--- config.mk ---
export PLATFORM = sky130hd
export DESIGN_NAME = sdram_device_flat
export DESIGN_NICKNAME = d
export VERILOG_FILES = /design/src/shared/sdram_pkg.sv /design/src/shared/sdram_if.sv /design/src/rtl/dram_timer.sv /design/src/rtl/sdram_device.sv /design/src/flat_wrapper.sv
export SDC_FILE = /design/constraint.sdc
export NUM_CORES = 1
export LEC_CHECK = 0
export ABC_AREA = 1
export BUFFER_PORTS_ARGS = -buffer_cell sky130_fd_sc_hd__buf_2
export CAP_MARGIN = 20
export CORE_AREA = 4 4 104 131
export DETAILED_ROUTE_END_ITERATION = 10
export DIE_AREA = 0 0 108 135
export PLACE_DENSITY = 0.76
export SYNTH_ARGS = -nofsm -noshare
export SYNTH_HDL_FRONTEND = slang
export SYNTH_SLANG_ARGS = --single-unit
export TNS_END_PERCENT = 10
--- constraint.sdc ---
create_clock -name SYS_CLK -period 1.6 [get_ports SYS_CLK]
set_input_delay 0.32 -clock SYS_CLK [delete_from_list [all_inputs] [get_ports SYS_CLK]]
set_output_delay 0.32 -clock SYS_CLK [all_outputs]
set_load 0.02 [all_outputs]
--- src/shared/sdram_pkg.sv ---
// Shared constants, types and decode helpers for both SDRAM link ends
package sdram_pkg;
	// ---------------------------------------------------------------
	// Timing
	// ---------------------------------------------------------------
	localparam int CLK_PERIOD_PS = 5000;
	localparam int ACT_TO_ACCESS_NS = 20;
	localparam int SAME_BANK_ACT_NS = 60;
	localparam int CROSS_BANK_ACT_NS = 15;
	localparam int PRECHARGE_NS = 20;

	// Least times round up to whole cycles, never below one
	function automatic int ns_to_clk(input int ns);
		int c;
		c = (ns * 1000 + CLK_PERIOD_PS - 1) / CLK_PERIOD_PS;
		return (c < 1) ? 1 : c;
	endfunction : ns_to_clk

	localparam int ACT_TO_ACCESS_CLK = ns_to_clk(ACT_TO_ACCESS_NS);
	localparam int SAME_BANK_ACT_CLK = ns_to_clk(SAME_BANK_ACT_NS);
	localparam int CROSS_BANK_ACT_CLK = ns_to_clk(CROSS_BANK_ACT_NS);
	localparam int PRECHARGE_CLK = ns_to_clk(PRECHARGE_NS);

	// ---------------------------------------------------------------
	// Geometry and field positions
	// ---------------------------------------------------------------
	localparam int NUM_BANKS = 4;
	localparam int BANK_W = 2;
	localparam int ADDR_W = 12;
	localparam int COL_W = 9;
	localparam int DATA_W = 16;
	localparam int TIMER_W = 5;
	localparam int AUTO_PRECHARGE_BIT = 10;

	// ---------------------------------------------------------------
	// Mode encodings
	// ---------------------------------------------------------------
	localparam logic [1:0] READ_LATENCY_LONG = 2'h3;
	localparam logic [2:0] BL_1 = 3'h0;
	localparam logic [2:0] BL_2 = 3'h1;
	localparam logic [2:0] BL_4 = 3'h2;
	localparam logic [2:0] BL_8 = 3'h3;
	localparam logic [2:0] BL_FULL = 3'h7;

	typedef enum logic [2:0] {CMD_NOP, CMD_ACTIVE, CMD_READ, CMD_WRITE, CMD_PRECHARGE, CMD_BURST_TERM} cmd_e;
	typedef enum logic [1:0] {OP_READ, OP_WRITE, OP_TERMINATE, OP_PRECHARGE} op_e;

	// Elements per burst; zero stands for a full page
	function automatic logic [COL_W:0] burst_len(input logic [2:0] code);
		case (code)
			BL_1: return (COL_W+1)'(1);
			BL_2: return (COL_W+1)'(2);
			BL_4: return (COL_W+1)'(4);
			BL_8: return (COL_W+1)'(8);
			default: return '0;
		endcase
	endfunction : burst_len
endpackage : sdram_pkg

--- src/shared/sdram_if.sv ---
// Command, mask and data lines between the controller end and the SDRAM end
`timescale 1ns/100ps
interface sdram_if;
	import sdram_pkg::*;
	cmd_e cmd;
	logic [BANK_W-1:0] bank;
	logic [ADDR_W-1:0] addr;
	logic dqm;
	logic [DATA_W-1:0] ctl_dq;
	logic ctl_dq_oe;
	logic [DATA_W-1:0] dev_dq;
	logic dev_dq_oe;
	logic [DATA_W-1:0] dq;

	// Resolved bus level; with both enables high the device value is shown
	assign dq = dev_dq_oe ? dev_dq : (ctl_dq_oe ? ctl_dq : '0);

	modport device (input cmd, bank, addr, dqm, dq, output dev_dq, dev_dq_oe);
	modport controller (output cmd, bank, addr, dqm, ctl_dq, ctl_dq_oe, input dq, dev_dq_oe);
endinterface : sdram_if

--- src/rtl/dram_timer.sv ---
// Down-counter that tells when a minimum command spacing has elapsed
`timescale 1ns/100ps
module dram_timer #(
	parameter int W = 5
) (
	// Clock and reset
	input wire logic clk,
	input wire logic srst,
	// Control
	input wire logic start,
	input wire logic [W-1:0] cycles,
	// Status
	output logic done,
	output logic done_next
);
	logic [W-1:0] cnt_q;

	always_ff @(posedge clk) begin
		if (srst) begin
			cnt_q <= '0;
		end else if (start) begin
			cnt_q <= cycles - W'(1);
		end else if (cnt_q != '0) begin
			cnt_q <= cnt_q - W'(1);
		end
	end

	assign done = (cnt_q == '0);
	// Lets a registered command stage look one edge ahead
	assign done_next = start ? (cycles <= W'(1)) : (cnt_q <= W'(1));
endmodule : dram_timer

--- src/rtl/sdram_device.sv ---
// SDRAM end: bank state, read bursts, latency pipeline and data drive
`timescale 1ns/100ps
// Operation
// Row must be opened before column access
// Wait activate-to-access delay before access
// Same-bank reopen needs precharge and interval
// Cross-bank activates spaced by their interval
// Auto precharge closes row after burst
// First element after read latency, then each edge
// Data pins float when burst completes
// Full page runs on, wraps to column zero
// Later read truncates or chains gaplessly
// Read accepted every cycle, any bank
// Write follows read with turnaround gap
// Mask raised two clocks before truncating write
// Write floats pins; unmasked prior clock invalid
// Mask lowered at write for input data
// Precharge truncates read at latency minus one
// No same-bank command inside precharge period
// Timed explicit precharge equals auto precharge
// Burst terminate cuts read, latency minus one
// Address bit selects auto precharge per command
// Per-bank idle or open state with row
module sdram_device (
	// Clock and reset
	input wire logic SYS_CLK,
	input wire logic SRST,
	// Mode settings
	input wire logic [1:0] READ_LATENCY,
	input wire logic [2:0] BURST_LEN,
	// Memory link
	sdram_if.device MEM,
	// Status
	output logic [sdram_pkg::NUM_BANKS-1:0] BANK_OPEN,
	output logic BURST_ACTIVE,
	output logic TIMING_ERR,
	output logic INVALID_WRITE
);
	import sdram_pkg::*;

	// ---------------------------------------------------------------
	// Command decode
	// ---------------------------------------------------------------
	logic is_act;
	logic is_rd;
	logic is_wr;
	logic is_pre;
	logic is_bt;
	logic ap_bit;

	assign is_act = (MEM.cmd == CMD_ACTIVE);
	assign is_rd = (MEM.cmd == CMD_READ);
	assign is_wr = (MEM.cmd == CMD_WRITE);
	assign is_pre = (MEM.cmd == CMD_PRECHARGE);
	assign is_bt = (MEM.cmd == CMD_BURST_TERM);
	assign ap_bit = MEM.addr[AUTO_PRECHARGE_BIT];

	// Read data is a fixed function of its location; writes are not stored here
	function automatic logic [DATA_W-1:0] data_word(input logic [BANK_W-1:0] bk,
		input logic [ADDR_W-1:0] row, input logic [COL_W-1:0] col);
		return DATA_W'({row, bk, col});
	endfunction : data_word

	// ---------------------------------------------------------------
	// Burst state
	// ---------------------------------------------------------------
	logic burst_q;
	logic full_q;
	logic bap_q;
	logic [BANK_W-1:0] bbank_q;
	logic [COL_W-1:0] bcol_q;
	logic [COL_W-1:0] bmask_q;
	logic [COL_W:0] left_q;
	logic [COL_W:0] blen;
	logic [NUM_BANKS-1:0] open_q;
	logic [ADDR_W-1:0] row_all [NUM_BANKS];
	logic rd_ok;
	logic burst_end;
	logic ap_close;
	logic stop_burst;

	assign blen = burst_len(BURST_LEN);
	assign rd_ok = is_rd & open_q[MEM.bank];
	assign burst_end = burst_q & ~full_q & (left_q == '0);
	// Closing at this edge matches an explicit precharge at the best slot
	assign ap_close = burst_end & bap_q;
	// On terminate or precharge in-flight elements still drain, so the cut lands latency minus one later; a write cuts them at once
	assign stop_burst = is_bt | is_wr | (is_pre & (ap_bit | (MEM.bank == bbank_q)));

	always_ff @(posedge SYS_CLK) begin
		if (SRST) begin
			burst_q <= 1'b0;
			full_q <= 1'b0;
			bap_q <= 1'b0;
			bbank_q <= '0;
			bcol_q <= '0;
			bmask_q <= '0;
			left_q <= '0;
		end else if (rd_ok) begin
			burst_q <= 1'b1;
			full_q <= (BURST_LEN == BL_FULL);
			bap_q <= ap_bit & (BURST_LEN != BL_FULL);
			bbank_q <= MEM.bank;
			bcol_q <= MEM.addr[COL_W-1:0];
			bmask_q <= (BURST_LEN == BL_FULL) ? '1 : COL_W'(blen - (COL_W+1)'(1));
			left_q <= blen - (COL_W+1)'(1);
		end else if (stop_burst | burst_end) begin
			burst_q <= 1'b0;
		end else if (burst_q) begin
			bcol_q <= (bcol_q & ~bmask_q) | ((bcol_q + COL_W'(1)) & bmask_q);
			left_q <= left_q - (COL_W+1)'(1);
		end
	end

	// ---------------------------------------------------------------
	// Bank state and spacing checks
	// ---------------------------------------------------------------
	logic [NUM_BANKS-1:0] bank_err;
	logic rrd_done;

	genvar b;
	generate
		for (b = 0; b < NUM_BANKS; b++) begin : g_bank
			logic sel;
			logic act_start;
			logic pre_hit;
			logic open_bq;
			logic [ADDR_W-1:0] row_bq;
			logic rcd_done;
			logic rc_done;
			logic rp_done;

			assign sel = (MEM.bank == BANK_W'(b));
			assign act_start = is_act & sel;
			assign pre_hit = (is_pre & (sel | ap_bit)) | (ap_close & (bbank_q == BANK_W'(b)));

			always_ff @(posedge SYS_CLK) begin
				if (SRST) begin
					open_bq <= 1'b0;
					row_bq <= '0;
				end else if (act_start & ~open_bq) begin
					open_bq <= 1'b1;
					row_bq <= MEM.addr;
				end else if (pre_hit) begin
					open_bq <= 1'b0;
				end
			end

			assign open_q[b] = open_bq;
			assign row_all[b] = row_bq;

			dram_timer #(.W(TIMER_W)) u_rcd (
				.clk(SYS_CLK),
				.srst(SRST),
				.start(act_start),
				.cycles(TIMER_W'(ACT_TO_ACCESS_CLK)),
				.done(rcd_done),
				.done_next()
			);
			dram_timer #(.W(TIMER_W)) u_rc (
				.clk(SYS_CLK),
				.srst(SRST),
				.start(act_start),
				.cycles(TIMER_W'(SAME_BANK_ACT_CLK)),
				.done(rc_done),
				.done_next()
			);
			dram_timer #(.W(TIMER_W)) u_rp (
				.clk(SYS_CLK),
				.srst(SRST),
				.start(pre_hit),
				.cycles(TIMER_W'(PRECHARGE_CLK)),
				.done(rp_done),
				.done_next()
			);

			// Misplaced commands are flagged; a closed-bank read is also dropped
			assign bank_err[b] = sel & ((is_act & (open_bq | ~rc_done | ~rp_done))
				| ((is_rd | is_wr) & (~open_bq | ~rcd_done)));
		end
	endgenerate

	dram_timer #(.W(TIMER_W)) u_rrd (
		.clk(SYS_CLK),
		.srst(SRST),
		.start(is_act),
		.cycles(TIMER_W'(CROSS_BANK_ACT_CLK)),
		.done(rrd_done),
		.done_next()
	);

	always_ff @(posedge SYS_CLK) begin
		if (SRST) begin
			TIMING_ERR <= 1'b0;
		end else begin
			TIMING_ERR <= (|bank_err) | (is_act & ~rrd_done);
		end
	end

	// ---------------------------------------------------------------
	// Latency pipeline and output drive
	// ---------------------------------------------------------------
	logic pipe_valid_q;
	logic [DATA_W-1:0] pipe_data_q;
	logic [DATA_W-1:0] fetch_data;
	logic dqm_q;
	logic oe_q;
	logic [DATA_W-1:0] dq_q;
	logic long_lat;
	logic tap_valid;
	logic [DATA_W-1:0] tap_data;

	assign fetch_data = data_word(bbank_q, row_all[bbank_q], bcol_q);
	assign long_lat = (READ_LATENCY == READ_LATENCY_LONG);
	assign tap_valid = long_lat ? pipe_valid_q : burst_q;
	assign tap_data = long_lat ? pipe_data_q : fetch_data;

	always_ff @(posedge SYS_CLK) begin
		if (SRST) begin
			pipe_valid_q <= 1'b0;
			pipe_data_q <= '0;
		end else begin
			pipe_valid_q <= burst_q & ~is_wr;
			pipe_data_q <= fetch_data;
		end
	end

	// Mask is taken one edge and applied on the output loaded the next
	always_ff @(posedge SYS_CLK) begin
		if (SRST) begin
			dqm_q <= 1'b0;
			oe_q <= 1'b0;
			dq_q <= '0;
		end else begin
			dqm_q <= MEM.dqm;
			oe_q <= tap_valid & ~dqm_q & ~is_wr;
			dq_q <= tap_data;
		end
	end

	always_ff @(posedge SYS_CLK) begin
		if (SRST) begin
			INVALID_WRITE <= 1'b0;
		end else begin
			INVALID_WRITE <= is_wr & ~dqm_q & (burst_q | pipe_valid_q | oe_q);
		end
	end

	assign MEM.dev_dq = dq_q;
	assign MEM.dev_dq_oe = oe_q;
	assign BANK_OPEN = open_q;
	assign BURST_ACTIVE = burst_q;
endmodule : sdram_device

--- src/flat_wrapper.sv ---
// flat-port wrapper written by rule: the top's interface ports become plain ports
module sdram_device_flat import sdram_pkg::*;
  (SYS_CLK, SRST, READ_LATENCY, BURST_LEN, BANK_OPEN, BURST_ACTIVE, TIMING_ERR, INVALID_WRITE, MEM_cmd, MEM_bank, MEM_addr, MEM_dqm, MEM_dev_dq, MEM_dev_dq_oe);
  sdram_if MEM_i ();
  input wire logic SYS_CLK;
  input wire logic SRST;
  input wire logic [1:0] READ_LATENCY;
  input wire logic [2:0] BURST_LEN;
  output logic [sdram_pkg::NUM_BANKS-1:0] BANK_OPEN;
  output logic BURST_ACTIVE;
  output logic TIMING_ERR;
  output logic INVALID_WRITE;
  input wire logic [$bits(MEM_i.cmd)-1:0] MEM_cmd;
  input wire logic [$bits(MEM_i.bank)-1:0] MEM_bank;
  input wire logic [$bits(MEM_i.addr)-1:0] MEM_addr;
  input wire logic [$bits(MEM_i.dqm)-1:0] MEM_dqm;
  output wire logic [$bits(MEM_i.dev_dq)-1:0] MEM_dev_dq;
  output wire logic [$bits(MEM_i.dev_dq_oe)-1:0] MEM_dev_dq_oe;
  assign MEM_i.cmd = MEM_cmd;
  assign MEM_i.bank = MEM_bank;
  assign MEM_i.addr = MEM_addr;
  assign MEM_i.dqm = MEM_dqm;
  assign MEM_dev_dq = MEM_i.dev_dq;
  assign MEM_dev_dq_oe = MEM_i.dev_dq_oe;
  sdram_device u_core (.SYS_CLK(SYS_CLK), .SRST(SRST), .READ_LATENCY(READ_LATENCY), .BURST_LEN(BURST_LEN), .MEM(MEM_i), .BANK_OPEN(BANK_OPEN), .BURST_ACTIVE(BURST_ACTIVE), .TIMING_ERR(TIMING_ERR), .INVALID_WRITE(INVALID_WRITE));
endmodule
==> out/summary.md <==
Status
* finished clean — status

Power
* 33.2% — switching share of power
* 35.7% — proportion of power drawn by flip-flops and latches
* 4.27 nW — static leakage power
* 1590 nW/um^2 — Cell Pwr Density
* 32.1% — clock network power share
* 0.00121 V — Worst IR Drop VDD
* 32.1% — power share of the combinational group
* 0.00471 W — reported net switching power
* 0.00948 W — Internal

Clock network
* yes — CTS tree
* 60 ps — clock-pin slew of the registers on the worst-case setup and hold paths
* 155 — clock sink count
* 2 — Bufs on Longest Clock Path
* 4 — maximum level of the CTS H-tree
* 0 — Post-CTS Setup Inserts
* clkbuf_16 — root buffer cell
* 430 ps — worst-skew pair later-pin latency
* 17 — Inserted Clock Buffers

Route
* 12.8 microns — average detailed-routed wire length per instance
* 6764 — DR vias
* 5 — Initial DRT Pass Iterations
* 5.22 — detail-routed via count per cell
* 0 — ANT nets after route
* 16600 microns — aggregate routed wire length
* 401 — number of DRC violations after detailed-routing iteration 0
* 0 — DRC violations left

GRT
* 50 — pin count of the biggest net entering global routing
* 0 — initial antenna violation count
* 6311 — number of global-route vias before repair
* 23.5% — global-route usage over all layers
* 27700 microns — wire length of the first global-routing pass
* 0 — total congestion overflow after global routing

Die
* 46 — number of standard-cell rows in the floorplan
* 49 — Top-Level Pins
* 59.6% — initial core utilization
* 14600 sq um — die outline area
* 135 microns — Die Ht
* 108 microns — die width
* 12500 sq um — total core area

Synthesis
* 41.7% — share of the synthesized area in the top cell type
* 1080 — syn_nets
* 155 — FF+latch count, synth
* dfxtp_1 — post-synthesis cell type with the largest combined area
* dfxtp_1 42%, nand2_1 9.6%, inv_1 7.0% — cell types occupying the most area after synthesis
* 0 — number of warnings printed during yosys synthesis
* 40 — number of distinct standard cells referenced by the synthesized netlist
* 41.7% — portion of the post-synthesis area used by sequential elements
* 7440 sq um — summed instance area of the synthesized netlist
* 1025 — post-synthesis instance total
* 7.26 sq um — Post-Synthesis Mean Instance Area

Final layout
* 1295 — non-filler cells, final
* 188 x nand2_1, 154 x dfxtp_1, 135 x inv_1 — commonest cells after routing, fill and taps aside
* 0 — count of antenna diodes in the layout
* 3100 sq um — Storage cell area
* 15.1% — fraction of layout instances using a drive strength above 1
* 3670 sq um — area of the multi-input gates
* 1051 — layout filler cell count
* nand2_1 — most common library cell in the layout ignoring fill and taps
* 20.0% — area growth from synthesis to layout
* 8930 sq um — fin area
* 1169 — Nets

STA
* 7.85 ps — Worst Clk Skew
* 632 MHz — Fmax achieved
* 1580 ps — post-route minimum period
* 564 ps — worst slew pin tran
* 0 — final count of negative-setup-slack endpoints
* 0 — count of endpoints failing hold in the final timing report
* 62.0% — worst relative slew slack
* 0 — final slew viol count
* 98.8% — final critical-path share of the clock period
* true — unrepaired setup endpoints after global routing

Worst setup path
* 4 — maximum fanout along the worst path
* nand2_1 — Most Frequent Cell on Critical Path
* flop — CP Capture Type
* 1880 ps — data arrival time at the worst-slack endpoint
* 320 ps — worst stage delay on the critical path
* flop to flop — critical path start-end classification
* flop — kind of launch point of the worst setup path
* dfxtp_2 — Slowest cell on crit path
* inv_1 > ha_1 > nand2_1 > nor2_2 > nand3_2 > nor2_2 > buf_6 > nand2_1 > nand2_2 > nor2_1 > nand2_1 > o21ai_0 — list of cells traversed by the critical path
* 1890 ps — required time of the critical path

Placed design
* 46 — count of buffers inserted at the top-level ports
* 0.848 — Final Wtd Congestion
* 11600 microns — sum of net half-perimeters after detailed placement
* 1263 — Placed Cells
* 8220 sq um — dpl cell area

Job
* 0 — max-capacitance violation count

Min path
* input pin to flop — hold crit path type

## power by group through the flow
stage	clock [W]	sequential (W)	combinational, W
5_1_grt	0.00478	0.00515	0.00533
2_1_floorplan	0	0.00507	0.00359
3_5_place_dp	0	0.00514	0.00447
3_3_place_gp	0	0.00512	0.00434
4_1_cts	0.00462	0.00507	0.00456
6_report	0.00456	0.00507	0.00456
## stage by stage
stage / worst slack (ps) / power (W) / TNS, ps / util, % / hold WS [ps]
CTS: 3.53 / 0.0143 / 0 / 71.2 / 84.7
floorplan: 218 / 0.00866 / 0 / - / 399
detailed placement: 13.7 / 0.00961 / 0 / 65.8 / 413
global route: -57.0 / 0.0153 / -318 / 71.5 / 101
global placement: 29.6 / 0.00946 / 0 / 65.8 / 407
finish: 18.6 / 0.0142 / 0 / 71.5 / 102
## layer usage
layer	vias to the layer above	share of wire, %	track usage (%)
met5	-	0	0
met4	0	2.4	9.96
met3	39	4.5	5.60
met2	135	51	41.7
met1	3119	42	26.7
li1	3471	-	-
## critical path, delay by kind of cell (launching register included)
kind / cells / cell delay, ps
adders and majority gates: 1 / 150
buffers and inverters: 2 / 180
and+or+nand+nor: 8 / 730
AOI/OAI and AO/OA: 1 / 90
DFF: 1 / 320
## sequential cells by signal, summed over array words and instances, names as in the netlist, 2 cells and up, named ones only
signal and cells:
u_core.MEM.dev_dq 16, u_core.bbank_q 2, u_core.bmask_q 5, u_core.g_bank.open_bq 4
u_core.g_bank.row_bq 20, u_core.g_bank.u_rc.cnt_q 20, u_core.g_bank.u_rcd.cnt_q 20, u_core.g_bank.u_rp.cnt_q 20
u_core.left_q 10, u_core.pipe_data_q 16, u_core.u_rrd.cnt_q 5
## cell type report
type	instances	area share, %
clock buffers	18	4.81
clock inverters	14	2.70
inverters	143	6.04
multi-input cells	697	41.1
flip-flops and latches	155	34.8
well taps	168	2.35
repair buffers	100	8.28
## cells by family after synthesis
| group | Yosys count | synth area share [%] |
|---|---|---|
| AO/OA/AOI/OAI | 180 | 13.0 |
| XOR/XNOR | 38 | 4.47 |
| adder cells (fa/ha/maj) | 30 | 5.04 |
| buffers and inverters | 173 | 9.47 |
| flip-flops | 155 | 41.7 |
| multiplexers | 1 | 0.135 |
| AND/OR/NAND/NOR | 448 | 26.2 |
## synth_stat cells
library cell,count
o211ai_1,5
nand2_2,5
nand4_1,10
o221ai_1,1
nand3_2,1
o2111ai_1,1
nor2_1,127
o22ai_1,6
a21oi_2,1
inv_2,4
mux2i_1,1
or2_2,4
nor3_1,12
a211oi_1,5
nand3_4,1
buf_1,2
xnor2_1,15
nand2_8,1
nand3_1,86
clkbuf_1,15
a31oi_1,4
nor2_4,3
a21boi_4,1
a21oi_1,80
nand2_4,3
nor4_1,2
o31ai_1,2
o21ai_1,3
nor2_2,2
o21ai_0,71
dfxtp_1,155
buf_2,3
xor2_1,23
ha_1,30
nand2_1,190
inv_1,138
buf_4,7
buf_6,3
inv_4,1
nand3b_1,1
## worst paths after layout
check                   startpoint                       end  slack, ps  cells after the start
setup / recovery  u_core.left_q[0]  u_core.g_bank[0].open_bq         20                     12
hold / removal             MEM_dqm              u_core.dqm_q        100                      3
setup reg to reg  u_core.left_q[0]  u_core.g_bank[0].open_bq         20                     12
hold reg to reg       u_core.dqm_q      u_core.MEM.dev_dq_oe        420                      1
## timing repair
| item | CTS | global route |
|---|---|---|
| pin swaps | 2 | 4 |
| setup endpoints to repair | 2 | 45 |
| hold buffers | 0 | 0 |
| gates resized for setup | 2 | 14 |
Note: power is estimated with default switching activity, not from simulation.
